$ cat config.mk
export PLATFORM = sky130hd
export DESIGN_NAME = tss_sequencer
export DESIGN_NICKNAME = d
export VERILOG_FILES = /design/src/rtl/tss_sequencer.v
export VERILOG_INCLUDE_DIRS = /design/src /design/src/rtl
export SDC_FILE = /design/constraint.sdc
export NUM_CORES = 1
export LEC_CHECK = 0
export BUFFER_PORTS_ARGS = -buffer_cell sky130_fd_sc_hd__buf_2
export CAP_MARGIN = 30
export CELL_PAD_IN_SITES_DETAIL_PLACEMENT = 1
export CELL_PAD_IN_SITES_GLOBAL_PLACEMENT = 2
export CORE_MARGIN = 4
export CORE_UTILIZATION = 36
export CTS_BUF_LIST = sky130_fd_sc_hd__clkbuf_4 sky130_fd_sc_hd__clkbuf_8
export DETAILED_ROUTE_END_ITERATION = 6
export PLACE_DENSITY_LB_ADDON = 0.1
export SYNTH_ARGS = -nofsm -noshare
export SYNTH_HDL_FRONTEND = slang
export SYNTH_SLANG_ARGS = --single-unit
$ cat constraint.sdc
create_clock -name clk_in -period 2.8 [get_ports clk_in]
set_input_delay 0.14 -clock clk_in [delete_from_list [all_inputs] [get_ports clk_in]]
set_output_delay 0.14 -clock clk_in [all_outputs]
set_load 0.005 [all_outputs]
$ cat src/rtl/tss_regs.vh
// Register map, field positions, codes and reset values of the target select sequencer.
// Assumes a 4-bit byte-wide register port; included by the sequencer module only.
`ifndef TSS_REGS_VH
`define TSS_REGS_VH

// Register offsets
`define TSS_OFF_CTRL        4'h0
`define TSS_OFF_IRQ_STATUS  4'h1
`define TSS_OFF_IRQ_MASK    4'h2
`define TSS_OFF_GROUP       4'h3
`define TSS_OFF_CAUSE       4'h5
`define TSS_OFF_STEP        4'h6

// Control register fields
`define TSS_CTRL_EXT_MSG    0
`define TSS_CTRL_ENABLE     1
`define TSS_CTRL_RESET      8'h00

// Interrupt status and mask bits
`define TSS_IRQ_DONE        0
`define TSS_IRQ_PARITY      1
`define TSS_IRQ_ATN_HALT    2
`define TSS_IRQ_WIDTH       3
`define TSS_MASK_RESET      3'h0

// Interrupt cause codes
`define TSS_CAUSE_SEL       8'h01
`define TSS_CAUSE_SEL_ATN   8'h02
`define TSS_CAUSE_SVC       8'h10
`define TSS_CAUSE_NONE      8'h00

// Sequence step values
`define TSS_STEP_ID         3'h0
`define TSS_STEP_CMD        3'h1
`define TSS_STEP_DONE       3'h2
`define TSS_STEP_EXT_MSG    3'h4
`define TSS_STEP_EXT_CMD    3'h5
`define TSS_STEP_EXT_DONE   3'h6

// Message and command block constants
`define TSS_NULL_MSG        8'h00
`define TSS_IDENTIFY_BIT    7
`define TSS_EXT_MSG_COUNT   2'h3
`define TSS_LEN_GRP0        4'h6
`define TSS_LEN_GRP1        4'ha
`define TSS_LEN_GRP5        4'hc

`endif

$ cat src/rtl/tss_sequencer.v
// Target-side selection sequencer: captures bus ID, message bytes and command block.
// Assumes a bus-phase layer on clk_in that delivers one byte per pulse with parity status;
// only the ATN pin arrives asynchronously and is synchronised here.
`timescale 1ns/100ps
`include "tss_regs.vh"

// What this block does
// - Selected without ATN, full command block and ATN raised in command phase reports step 2, cause 11 hex.
// - Selected without ATN, a command parity error with ATN held stops early with step 1, cause 11 hex.
// - Selected without ATN, full command block with no ATN reports step 2, cause 01 hex and group valid for groups 0, 1, 2 and 5.
// - Selected without ATN, a command parity error without ATN stops with step 1, cause 01 hex, partial block kept.
// - Selection without ATN first places the bus ID in the FIFO at step 0, then a null message byte as step 1 begins.
// - Extended messages off, ATN selection with one message byte and full block under ATN reports step 2, cause 12 hex.
// - ATN selection with a command parity error under ATN halts with cause 12 hex, step 1 or step 5 if extended.
// - Extended messages off, ATN still held after the first message byte stores ID and byte, halts at step 0, cause 12 hex.
// - Extended messages off, ATN selection with one message byte and full block without ATN reports step 2, cause 02 hex.
// - Extended messages off, a command parity error without ATN halts with step 1, cause 02 hex.
// - Extended messages on, ATN still held after the third message byte halts with step 4, cause 12 hex.
// - Extended messages on, three message bytes and the full block without ATN report step 6, cause 02 hex.
// - Extended messages on, a command parity error without ATN halts with step 5, cause 02 hex.
module tss_sequencer #(
  parameter DATA_W = 8
) (
  input  wire              clk_in,
  input  wire              rst_n_in,
  input  wire [3:0]        addr_in,
  input  wire [7:0]        wdata_in,
  input  wire              wr_in,
  input  wire              rd_in,
  output reg  [7:0]        rdata_out,
  input  wire              sel_in,
  input  wire              sel_atn_in,
  input  wire [DATA_W-1:0] bus_id_in,
  input  wire              atn_pin_in,
  input  wire              byte_valid_in,
  input  wire [DATA_W-1:0] byte_in,
  input  wire              parity_err_in,
  output reg               fifo_wr_out,
  output reg  [DATA_W-1:0] fifo_data_out,
  output reg  [1:0]        phase_out,
  output reg               busy_out,
  output reg               irq_out
);

  // Sequencer states
  localparam ST_IDLE = 3'h0;
  localparam ST_NULL = 3'h1;
  localparam ST_MSG  = 3'h2;
  localparam ST_CMD  = 3'h3;
  localparam ST_HOLD = 3'h4;

  // Bus phases shown to the bus-phase layer
  localparam PH_NONE = 2'h0;
  localparam PH_MSG  = 2'h1;
  localparam PH_CMD  = 2'h2;

  // Command block length for a group code; unknown groups fall back to six bytes
  function [4:0] grp_len;
    input [2:0] grp;
    begin
      case (grp)
        3'h0:    grp_len = {1'b1, `TSS_LEN_GRP0};
        3'h1:    grp_len = {1'b1, `TSS_LEN_GRP1};
        3'h2:    grp_len = {1'b1, `TSS_LEN_GRP1};
        3'h5:    grp_len = {1'b1, `TSS_LEN_GRP5};
        default: grp_len = {1'b0, `TSS_LEN_GRP0};
      endcase
    end
  endfunction

  reg [2:0]        state;
  reg [7:0]        ctrl;
  reg [2:0]        irq_status;
  reg [2:0]        irq_mask;
  reg [7:0]        cause;
  reg [2:0]        step;
  reg [2:0]        group;
  reg              group_valid;
  reg [3:0]        cmd_len;
  reg [3:0]        cmd_cnt;
  reg [1:0]        msg_cnt;
  reg              atn_sel;
  reg              atn_s1;
  reg              atn_s2;

  reg [2:0]        next_state;
  reg [7:0]        next_cause;
  reg [2:0]        next_step;
  reg [2:0]        next_group;
  reg              next_group_valid;
  reg [3:0]        next_cmd_len;
  reg [3:0]        next_cmd_cnt;
  reg [1:0]        next_msg_cnt;
  reg              next_atn_sel;
  reg              next_fifo_wr;
  reg [DATA_W-1:0] next_fifo_data;
  reg [2:0]        ev_set;
  reg [2:0]        next_irq_status;
  reg [4:0]        len_info;

  wire ext_msg   = ctrl[`TSS_CTRL_EXT_MSG];
  wire enabled   = ctrl[`TSS_CTRL_ENABLE];
  wire cause_rd  = rd_in && (addr_in == `TSS_OFF_CAUSE);
  wire sel_base  = atn_sel ? 1'b1 : 1'b0;
  wire [7:0] base_cause = sel_base ? `TSS_CAUSE_SEL_ATN : `TSS_CAUSE_SEL;
  wire [7:0] svc_cause  = atn_s2 ? (base_cause | `TSS_CAUSE_SVC) : base_cause;

  // ATN comes straight from the cable, so it passes two flops before any decision
  always @(posedge clk_in or negedge rst_n_in) begin
    if (!rst_n_in) begin
      atn_s1 <= 1'b0;
      atn_s2 <= 1'b0;
    end else begin
      atn_s1 <= atn_pin_in;
      atn_s2 <= atn_s1;
    end
  end

  // Sequencer decisions; each halt parks in ST_HOLD so the step cannot move under the host
  always @* begin
    next_state       = state;
    next_cause       = cause;
    next_step        = step;
    next_group       = group;
    next_group_valid = group_valid;
    next_cmd_len     = cmd_len;
    next_cmd_cnt     = cmd_cnt;
    next_msg_cnt     = msg_cnt;
    next_atn_sel     = atn_sel;
    next_fifo_wr     = 1'b0;
    next_fifo_data   = fifo_data_out;
    ev_set           = 3'h0;
    len_info         = grp_len(byte_in[7:5]);
    case (state)
      ST_IDLE: begin
        if (sel_in && enabled) begin
          next_fifo_wr     = 1'b1;
          next_fifo_data   = bus_id_in;
          next_atn_sel     = sel_atn_in;
          next_step        = `TSS_STEP_ID;
          next_cause       = `TSS_CAUSE_NONE;
          next_group_valid = 1'b0;
          next_cmd_cnt     = 4'h0;
          next_msg_cnt     = 2'h0;
          next_state       = sel_atn_in ? ST_MSG : ST_NULL;
        end
      end
      ST_NULL: begin
        // No message phase without ATN, so a null message stands in for it
        next_fifo_wr   = 1'b1;
        next_fifo_data = `TSS_NULL_MSG;
        next_step      = `TSS_STEP_CMD;
        next_state     = ST_CMD;
      end
      ST_MSG: begin
        if (byte_valid_in) begin
          next_fifo_wr   = 1'b1;
          next_fifo_data = byte_in;
          next_msg_cnt   = msg_cnt + 2'h1;
          if (msg_cnt == 2'h0 && (parity_err_in || !byte_in[`TSS_IDENTIFY_BIT])) begin
            next_cause = `TSS_CAUSE_SEL_ATN;
            next_step  = `TSS_STEP_ID;
            ev_set     = 3'h1 << `TSS_IRQ_PARITY;
            next_state = ST_HOLD;
          end else if (!ext_msg) begin
            if (atn_s2) begin
              next_cause = `TSS_CAUSE_SEL_ATN | `TSS_CAUSE_SVC;
              next_step  = `TSS_STEP_ID;
              ev_set     = 3'h1 << `TSS_IRQ_ATN_HALT;
              next_state = ST_HOLD;
            end else begin
              next_step  = `TSS_STEP_CMD;
              next_state = ST_CMD;
            end
          end else if (next_msg_cnt == `TSS_EXT_MSG_COUNT) begin
            if (atn_s2) begin
              next_cause = `TSS_CAUSE_SEL_ATN | `TSS_CAUSE_SVC;
              next_step  = `TSS_STEP_EXT_MSG;
              ev_set     = 3'h1 << `TSS_IRQ_ATN_HALT;
              next_state = ST_HOLD;
            end else begin
              next_step  = `TSS_STEP_EXT_CMD;
              next_state = ST_CMD;
            end
          end else if (!atn_s2) begin
            // Initiator dropped ATN early: no queue tag follows, go to command
            next_step  = `TSS_STEP_EXT_CMD;
            next_state = ST_CMD;
          end
        end
      end
      ST_CMD: begin
        if (byte_valid_in) begin
          if (parity_err_in) begin
            // Bad byte is not stored; the FIFO keeps the partial block
            next_cause = svc_cause;
            ev_set     = 3'h1 << `TSS_IRQ_PARITY;
            next_state = ST_HOLD;
          end else begin
            next_fifo_wr   = 1'b1;
            next_fifo_data = byte_in;
            next_cmd_cnt   = cmd_cnt + 4'h1;
            if (cmd_cnt == 4'h0) begin
              next_group       = byte_in[7:5];
              next_group_valid = len_info[4];
              next_cmd_len     = len_info[3:0];
            end
            if (next_cmd_cnt == ((cmd_cnt == 4'h0) ? len_info[3:0] : cmd_len)) begin
              next_cause = svc_cause;
              next_step  = (step == `TSS_STEP_EXT_CMD) ? `TSS_STEP_EXT_DONE : `TSS_STEP_DONE;
              next_state = ST_HOLD;
            end
          end
        end
      end
      ST_HOLD: begin
        // Step and cause stay put until software has read the cause
        if (cause_rd) begin
          next_state = ST_IDLE;
        end
      end
      default: begin
        next_state = ST_IDLE;
      end
    endcase
    if (next_state == ST_HOLD && state != ST_HOLD) begin
      ev_set = ev_set | (3'h1 << `TSS_IRQ_DONE);
    end
    // Set wins over a write-one clear landing in the same cycle
    next_irq_status = irq_status;
    if (wr_in && addr_in == `TSS_OFF_IRQ_STATUS) begin
      next_irq_status = irq_status & ~wdata_in[2:0];
    end
    next_irq_status = next_irq_status | ev_set;
  end

  // Sequencer and capture registers
  always @(posedge clk_in or negedge rst_n_in) begin
    if (!rst_n_in) begin
      state         <= ST_IDLE;
      cause         <= `TSS_CAUSE_NONE;
      step          <= `TSS_STEP_ID;
      group         <= 3'h0;
      group_valid   <= 1'b0;
      cmd_len       <= `TSS_LEN_GRP0;
      cmd_cnt       <= 4'h0;
      msg_cnt       <= 2'h0;
      atn_sel       <= 1'b0;
      fifo_wr_out   <= 1'b0;
      fifo_data_out <= {DATA_W{1'b0}};
      phase_out     <= PH_NONE;
      busy_out      <= 1'b0;
    end else begin
      state         <= next_state;
      cause         <= next_cause;
      step          <= next_step;
      group         <= next_group;
      group_valid   <= next_group_valid;
      cmd_len       <= next_cmd_len;
      cmd_cnt       <= next_cmd_cnt;
      msg_cnt       <= next_msg_cnt;
      atn_sel       <= next_atn_sel;
      fifo_wr_out   <= next_fifo_wr;
      fifo_data_out <= next_fifo_data;
      phase_out     <= (next_state == ST_MSG) ? PH_MSG :
                       (next_state == ST_CMD || next_state == ST_NULL) ? PH_CMD : PH_NONE;
      busy_out      <= (next_state != ST_IDLE);
    end
  end

  // Software registers; the interrupt output lags the status bits by one clock
  always @(posedge clk_in or negedge rst_n_in) begin
    if (!rst_n_in) begin
      ctrl       <= `TSS_CTRL_RESET;
      irq_status <= 3'h0;
      irq_mask   <= `TSS_MASK_RESET;
      irq_out    <= 1'b0;
    end else begin
      if (wr_in && addr_in == `TSS_OFF_CTRL) begin
        ctrl <= wdata_in;
      end
      if (wr_in && addr_in == `TSS_OFF_IRQ_MASK) begin
        irq_mask <= wdata_in[2:0];
      end
      irq_status <= next_irq_status;
      irq_out    <= |(irq_status & irq_mask);
    end
  end

  // Read data one cycle after the strobe; unmapped offsets read zero
  always @(posedge clk_in or negedge rst_n_in) begin
    if (!rst_n_in) begin
      rdata_out <= 8'h00;
    end else if (rd_in) begin
      case (addr_in)
        `TSS_OFF_CTRL:       rdata_out <= ctrl;
        `TSS_OFF_IRQ_STATUS: rdata_out <= {5'h00, irq_status};
        `TSS_OFF_IRQ_MASK:   rdata_out <= {5'h00, irq_mask};
        `TSS_OFF_GROUP:      rdata_out <= {4'h0, group_valid, group};
        `TSS_OFF_CAUSE:      rdata_out <= cause;
        `TSS_OFF_STEP:       rdata_out <= {5'h00, step};
        default:             rdata_out <= 8'h00;
      endcase
    end else begin
      rdata_out <= 8'h00;
    end
  end

endmodule

## Yosys cells after proc, flatten, opt, wreduce, memory -nomap -nowiden

Cells that the tools add are included.

| operators by class | value |
|---|---|
| add/sub/neg operators | 2 |
| equality and inequality tests | 29 |
| mux-type cells | 77 |
| bitwise gates (word level) | 5 |
| reductions and logical operators | 31 |

Operator list:

| kind | count |
|---|---|
| $mux 8 | 14 |
| $mux 3 | 27 |
| $pmux 8 s6 | 1 |
| $pmux 8 s4 | 1 |
| $pmux 8 s3 | 1 |
| $mux 2 | 8 |
| $mux 4 | 4 |
| $eq 3x2->1 const B | 5 |
| $pmux 3 s5 | 1 |
| $pmux 5 s3 | 1 |
| $eq 3x3->1 const B | 4 |
| $mux 1 | 12 |
| $ne 2x2->1 const B | 6 |
| $pmux 3 s4 | 1 |
| $reduce_and 5->1 | 2 |
| $eq 3x1->1 const B | 3 |
| $eq 4x2->1 const B | 2 |
| $eq 4x3->1 const B | 2 |
| $logic_not 4->1 | 2 |
| $pmux 4 s2 | 1 |
| $reduce_and 4->1 | 2 |
| $logic_and 1x1->1 | 7 |
| $reduce_and 7->1 | 1 |
| $and 3x3->3 | 2 |
| 28 further kinds | 34 |

| storage, ports and cells | value |
|---|---|
| register bits after elaboration | 66 |
| bits of input ports | 37 |
| output and inout port bits | 21 |
| logic and storage cells | 164 |

## Logic depth before layout (Yosys ltp)

Gate-level depths: netlist (run 1).

| logic depth | value |
|---|---|
| word-level depth | 13 |
| gate-level depth with buffers | 8 |
| gate-level depth less buffers | 8 |

## Least setup slack after synthesis (run 1)

Ideal clock, no wire load.

| path | value |
|---|---|
| path type | register to register |
| from | register cmd_cnt[0] |
| to | register cause[0] |
| setup time | 0.128 ns |
| arrival time | 2.152 ns |
| required time | 2.672 ns |
| slack | 0.521 ns |
| cell stages (with the launch flop) | 8 |
| buffers on the path | 0 |
| clock period less this slack | 2.279 ns |
| cell sequence | dfrtp_1 > inv_1 > ha_1 > or3b_4 > o31ai_2 > o2111ai_4 > a211oi_4 > mux2_1 |

| between the ends | value |
|---|---|
| longest elaborated chain between the ends | 5 |
| elaborated cells between the ends (all ways) | 6 |
| those cells by class | add/sub (1); eq/ne (2); mux (1); reduce/logical (2) |

RTL lines:

| element | line | text |
|---|---|---|
| from (decl) | tss_sequencer.v:80 | `reg [3:0] cmd_cnt;` |
| from (signal assigned) | tss_sequencer.v:260 | `cmd_cnt <= next_cmd_cnt;` |
| branches (longest 2 deep; another with $add 4x1->4) | -- |  |
| $eq 4x4->1 (*) | tss_sequencer.v:208 | `if (next_cmd_cnt == ((cmd_cnt == 4'h0) ? len_info[3:0] : cmd_len)) begin` |
| $ne 3x3->1 (no line) (*) | -- |  |
| $reduce_and 6->1 (no line) (*) | -- |  |
| to (signal assigned) | tss_sequencer.v:241 | `` cause <= `TSS_CAUSE_NONE; `` |
| to (signal assigned) | tss_sequencer.v:255 | `cause <= next_cause;` |
| to (decl) | tss_sequencer.v:75 | `reg [7:0] cause;` |

Every way passes the cells marked *.
A chain may end at the register's enable or synchronous reset.

## Final worst setup path (run 1)

| path | value |
|---|---|
| from | register cmd_cnt[0] |
| to | register cause[1] |

Same word-level chain as after synthesis.

==> results of run 1 <==
flip-flops by register name, indices dropped and copies added (netlist names), 4 cells and up:
signal	cells
fifo_data_out	8
cmd_len	4
cmd_cnt	4
rdata_out	8
ctrl	8
worst min path at each step:
stage / to / slack, ns
2_1_floorplan: atn_s1 / -0.16
6_report: ctrl[4] / 0.03
3_3_place_gp: rdata_out[5] / 0.21
4_1_cts: ctrl[4] / 0.01
5_1_grt: ctrl[4] / 0.02
3_5_place_dp: ctrl[7] / 0.23
placed cells by master (no fill, tap or decap), drive strengths merged, types with 4 or more instances in the layout:
cell | Yosys | layout
dfrtp | 59 | 59
nand2 | 26 | 26
o21ai | 14 | 14
a22oi | 10 | 10
buf | 1 | 62
ha | 4 | 4
and2 | 4 | 4
mux2 | 18 | 18
a21boi | 4 | 4
nor2b | 7 | 7
a211oi | 7 | 7
a21oi | 14 | 14
nor3 | 9 | 9
nor2 | 28 | 28
xor2 | 4 | 4
nand3 | 7 | 7
nand2b | 8 | 8
inv | 14 | 14
clkbuf | 11 | 9
area by class of cell:
cell class                 count  share of cell area (%)
clock buffer                   9                    3.31
tap                          105                    3.51
clock inverter                 7                    3.31
sequential                    61                    40.8
timing repair buffer          64                    9.49
inverter                      14                    1.40
multi-input combinational    206                    38.2
critical path, stage by stage, from the launching register on:
cell                        delay [ns]
sky130_fd_sc_hd__dfrtp_1          0.44
sky130_fd_sc_hd__inv_1            0.11
sky130_fd_sc_hd__ha_1             0.17
sky130_fd_sc_hd__or3b_4           0.41
sky130_fd_sc_hd__nor3_2           0.20
sky130_fd_sc_hd__or3_1            0.18
sky130_fd_sc_hd__o2111ai_4        0.20
sky130_fd_sc_hd__a211oi_4         0.34
sky130_fd_sc_hd__mux2_1           0.35
routing by layer:
layer / part of all wire [%] / vias up / global-route usage [%]
li1: - / 1178 / -
met5: 0 / - / 0
met1: 46 / 1230 / 23.4
met4: 1.6 / 0 / 7.25
met3: 4.2 / 10 / 3.82
met2: 48 / 54 / 28.2
cells by family after synthesis:
family	share of synthesized area [%]
flops	50.0
buf+inv	3.27
simple gates	16.0
fa+ha+maj	1.64
xor+xnor	1.72
mux	9.49
compound gates	17.8
per-stage QoR:
stage | util, % | total power [mW] | cell area, sq um
CTS | 45.3 | 3.80 | 3740
global placement | 42.1 | 2.75 | 3480
global route | 45.3 | 4.02 | 3740
detailed placement | 42.1 | 2.79 | 3480
floorplan | - | 2.32 | 3060
finish | 45.3 | 3.74 | 3740
power by group:
group          leakage, nW  internal, mW  switching, mW
clock                0.120         0.595          0.376
sequential           0.762          1.19          0.242
combinational        0.850         0.609          0.726
timing repair:
item,in CTS,in global routing
hold endpoints to repair,27,0
setup buffers,0,0
hold buffers,2,0
endpoints found under the setup margin,0,0
==> results.toml, run 1 <==
[finish]
multi_input_area_sq_um = 1430
nets = 397
antenna_cell_count = 0
post_route_cells_drive_above_1_share_pct = 30.2
post_layout_nonfiller_instances = 466
num-fill-cells = 967
area_growth_syn_to_layout_pct = 22.5
area.sequential_sq_um = 1530

[placed_design]
placed_cells = 448
place.gp.congestion = 0.784
detailed_place_hpwl_mm = 6.16
dpl_worst_slack_ns = 0.311
io_buffers = 57

[min_path]
worst_hold_launch = "wdata_in[4]"
min_path_type = "in -> reg"
min_path_cells = 2

[critical_path]
r2r-start = "cmd_cnt[0]"
timing.reg2reg.worst_path_depth = 8
critical_path.endpoint_type = "flip-flop"
endpoint_of_the_worst_setup_timing_path = "cause[1]"
ff2ff_setup_slack_ns = 0.27
cp-startpoint = "cmd_cnt[0]"
r2r_end = "cause[1]"
worst-endpoint-arrival_ns = 2.75
critPathKind = "reg -> reg"
worst_ep_required_time_ns = 3.02
crit_fanout = 6
crit_path_start_kind = "flip-flop"

[logic_synthesis]
synth-seq-cells = 61
postSynthAreaPerCell_sq_um = 10.4
synthFlopType = "sky130_fd_sc_hd__dfrtp_1"
synth_enable_flop_cells = 0
syn-cell-area_sq_um = 3060
post_synth_main_area_contributors = "sky130_fd_sc_hd__dfrtp_1 (48%), sky130_fd_sc_hd__mux2_2 (5.9%), sky130_fd_sc_hd__nor2_1 (3.3%)"
synth.cells.most_frequent = "sky130_fd_sc_hd__dfrtp_1 (59), sky130_fd_sc_hd__nor2_1 (27), sky130_fd_sc_hd__nand2_1 (26)"
syn-num-nets = 334
synth.yosys.seq_area_share_pct = 50.0
synth_top_area_cell = "sky130_fd_sc_hd__dfrtp_1"
yosys_warnings = 0
async_reset_ff_share_pct = 100
synth_cell_type_count = 57
synthCells = 293
synth.top_cell.area_share_pct = 48.3
post-synth-top-count-cell = "sky130_fd_sc_hd__dfrtp_1"

[grt]
grt_start_max_net_pins = 36
gr-total-overflow = 0
grt_first_pass_wirelength_mm = 13.7
first_global_vias = 2614
grt_usage_pct = 17.7
number_of_antenna_violations_at_the_first_check_in_global_routing = 0

[clock_network]
cts_buffer_depth = 2
clk_pin_slew_ns = 0.08
ctsHtreeMaxLevel = 3
clk_latency_ns = 0.34
clock_tree.root_cell = "sky130_fd_sc_hd__clkbuf_8"
cts_tree = "built"
cts_sinks = 61
cts_repair_resize_count = 0
cts_buffers = 9

[die]
die-width_um = 100
initial_utilization_pct = 37.0
std_cell_rows = 33
coreArea_sq_um = 8260
io-pin-count = 58
die_y_um = 100
die_area_sq_um = 10000

[status]
run_status = "complete, no violations"

[drt]
antenna_left = 0
drt-pass1-iter-count = 5
routed-via-count = 2472
routed_via_density = 5.30
drc_errors = 0
avgRoutedWirePerCell_um = 17.7
drt_iter0_drc = 43
postRouteWirelength_mm = 8.23

[timing]
timing.setup.tns_ns = 0
max_slew_margin_pct = 55.0
timing.clock.skew_ns = 0.00741
slew_viol_final = 0
final_hold_viol_count = 0
fraction_of_the_cycle_the_final_worst_path_needs_pct = 90.2
rsz0062_at_grt = "false"
post-route-worst-setup-slack_ns = 0.274
setup-violations-final = 0
timing.hold.ws_ns = 0.0272
finalWorstPathRequiredPeriod_ns = 2.53
tightest_slew_ns = 0.671
timing.fmax_mhz = 396

[job]
timing.max_cap.violations = 0

[pwr]
irDropWorstVdd_uv = 309
total_leakage_power_nw = 1.73
powerDensity_nw_per_um2 = 998
Note: power is estimated with default switching activity, not from simulation.
==> inputs of run 2 (changes only) <==
- CELL_PAD_IN_SITES_DETAIL_PLACEMENT: 1 -> default
- CELL_PAD_IN_SITES_GLOBAL_PLACEMENT: 2 -> default
- CORE_UTILIZATION: 36 -> 60
- PLACE_DENSITY_LB_ADDON: 0.1 -> 0.15
- clock period: 2.8 -> 3.1 ns (I/O delays scaled with it)
==> results.toml, run 2 (synthesis results as in run 1) <==
[clock_network]
cts_repair_resize_count = 0
cts_sinks = 61
cts_buffers = 9
cts_buffer_depth = 2
ctsHtreeMaxLevel = 3
clk_pin_slew_ns = 0.06
clock_tree.root_cell = "sky130_fd_sc_hd__clkbuf_8"
cts_tree = "built"
clk_latency_ns = 0.33

[pwr]
irDropWorstVdd_uv = 599
total_leakage_power_nw = 1.71
powerDensity_nw_per_um2 = 867

[timing]
post-route-worst-setup-slack_ns = 0.628
fraction_of_the_cycle_the_final_worst_path_needs_pct = 79.8
finalWorstPathRequiredPeriod_ns = 2.47
max_slew_margin_pct = 40.9
rsz0062_at_grt = "false"
setup-violations-final = 0
timing.setup.tns_ns = 0
slew_viol_final = 0
timing.clock.skew_ns = 0.00527
timing.hold.ws_ns = 0.0521
tightest_slew_ns = 0.885
timing.fmax_mhz = 404
final_hold_viol_count = 0

[critical_path]
cpLargestDelayFamily = "simple AND/OR/NAND/NOR gates"
crit_path_start_kind = "flip-flop"
worstPathCellList = "inv_1 > ha_1 > or3b_4 > nor3_2 > or3_1 > o2111ai_4 > a211oi_4 > mux2_1"
max_stage_delay_ns = 0.44
worst_ep_required_time_ns = 3.31
critPathSlowestCell = "sky130_fd_sc_hd__dfrtp_1"
worst-endpoint-arrival_ns = 2.68
crit_fanout = 6
crit_buf_inv = 1
critical_path.endpoint_type = "flip-flop"
ff2ff_setup_slack_ns = 0.63
critPathKind = "reg -> reg"

[status]
run_status = "complete, no violations"

[finish]
largestRegisters = "ctrl (8), fifo_data_out (8), rdata_out (8)"
area_growth_syn_to_layout_pct = 18.7
mostFrequentLayoutCells = "sky130_fd_sc_hd__dfrtp_1 (59), sky130_fd_sc_hd__buf_2 (57), sky130_fd_sc_hd__nor2_1 (27)"
nets = 395
final_common_cell = "sky130_fd_sc_hd__dfrtp_1"
antenna_cell_count = 0
post_route_cells_drive_above_1_share_pct = 29.8

[die]
initial_utilization_pct = 63.5
coreArea_sq_um = 4820
die_area_sq_um = 6300
die_y_um = 79.4
die-width_um = 79.4
io-pin-count = 58
std_cell_rows = 25

[drt]
drt_iter0_drc = 169
drt-pass1-iter-count = 5
postRouteWirelength_mm = 6.74
drc_errors = 0
avgRoutedWirePerCell_um = 15.8
routed-via-count = 2491
antenna_left = 0
routed_via_density = 5.85

[grt]
gr-total-overflow = 0
number_of_antenna_violations_at_the_first_check_in_global_routing = 0
grt_usage_pct = 23.7
grt_first_pass_wirelength_mm = 11.5
grt_start_max_net_pins = 34
first_global_vias = 2484

[job]
timing.max_cap.violations = 0

[placed_design]
io_buffers = 57
dpl_worst_slack_ns = 0.621
detailed_place_hpwl_mm = 4.99
place.gp.congestion = 0.888

[min_path]
min_path_type = "in -> reg"
==> run 2: cell types whose count changed in the layout (fill, tap and decap cells not counted), sizes merged <==
| cell | delta |
|---|---|
| bufinv | -2 |
| clkinvlp | -1 |
| clkbuf | +2 |
| buf | -2 |
| clkinv | +1 |
==> run 2: cell type report <==
type                    instances  area (sq um)
clock buffers                  11           145
fillers                       381          1190
repair buffers                 62           340
clock inverters                 5          50.0
multi-input cells             206          1430
flip-flops and latches         61          1530
well taps                      67          83.8
inverters                      14          52.6
==> run 2: worst paths after layout <==
check,start,endpoint,depth (start not counted)
max,cmd_cnt[0],cause[1],8
min,wdata_in[7],ctrl[7],2
max reg2reg,cmd_cnt[0],cause[1],8
min reg2reg,atn_s1,atn_s2,0
max in group asynchronous,rst_n_in,cmd_len[1],3
min in group asynchronous,rst_n_in,irq_out,2
==> run 2: what timing repair did <==
action	CTS	global route
buffers inserted	0	0
endpoints found under the hold margin	13	0
hold buffers	2	0
==> run 2: per-layer routing <==
metal  up-vias  wire [um]  global-route usage, %
met2       108       3310                   38.4
met3        16        490                   5.87
met1      1195       2770                   29.9
met5         -          0                      0
li1       1172          -                      -
met4         0        166                   11.2
==> run 2: where the power goes <==
group / switching (mW) / internal, mW
clock: 0.297 / 0.396
combinational: 0.623 / 0.536
sequential: 0.221 / 1.07
==> run 2: through the flow <==
| stage | cell area (sq um) | utilization, % | total power [mW] | cells |
|---|---|---|---|---|
| finish | 3630 | 75.4 | 3.15 | 426 |
| global route | 3630 | 75.4 | 3.38 | 426 |
| CTS | 3630 | 75.4 | 3.16 | 426 |
| detailed placement | 3410 | 70.9 | 2.46 | 408 |
| global placement | 3390 | 70.5 | 2.39 | 407 |
| floorplan | 3060 | - | 2.10 | 293 |
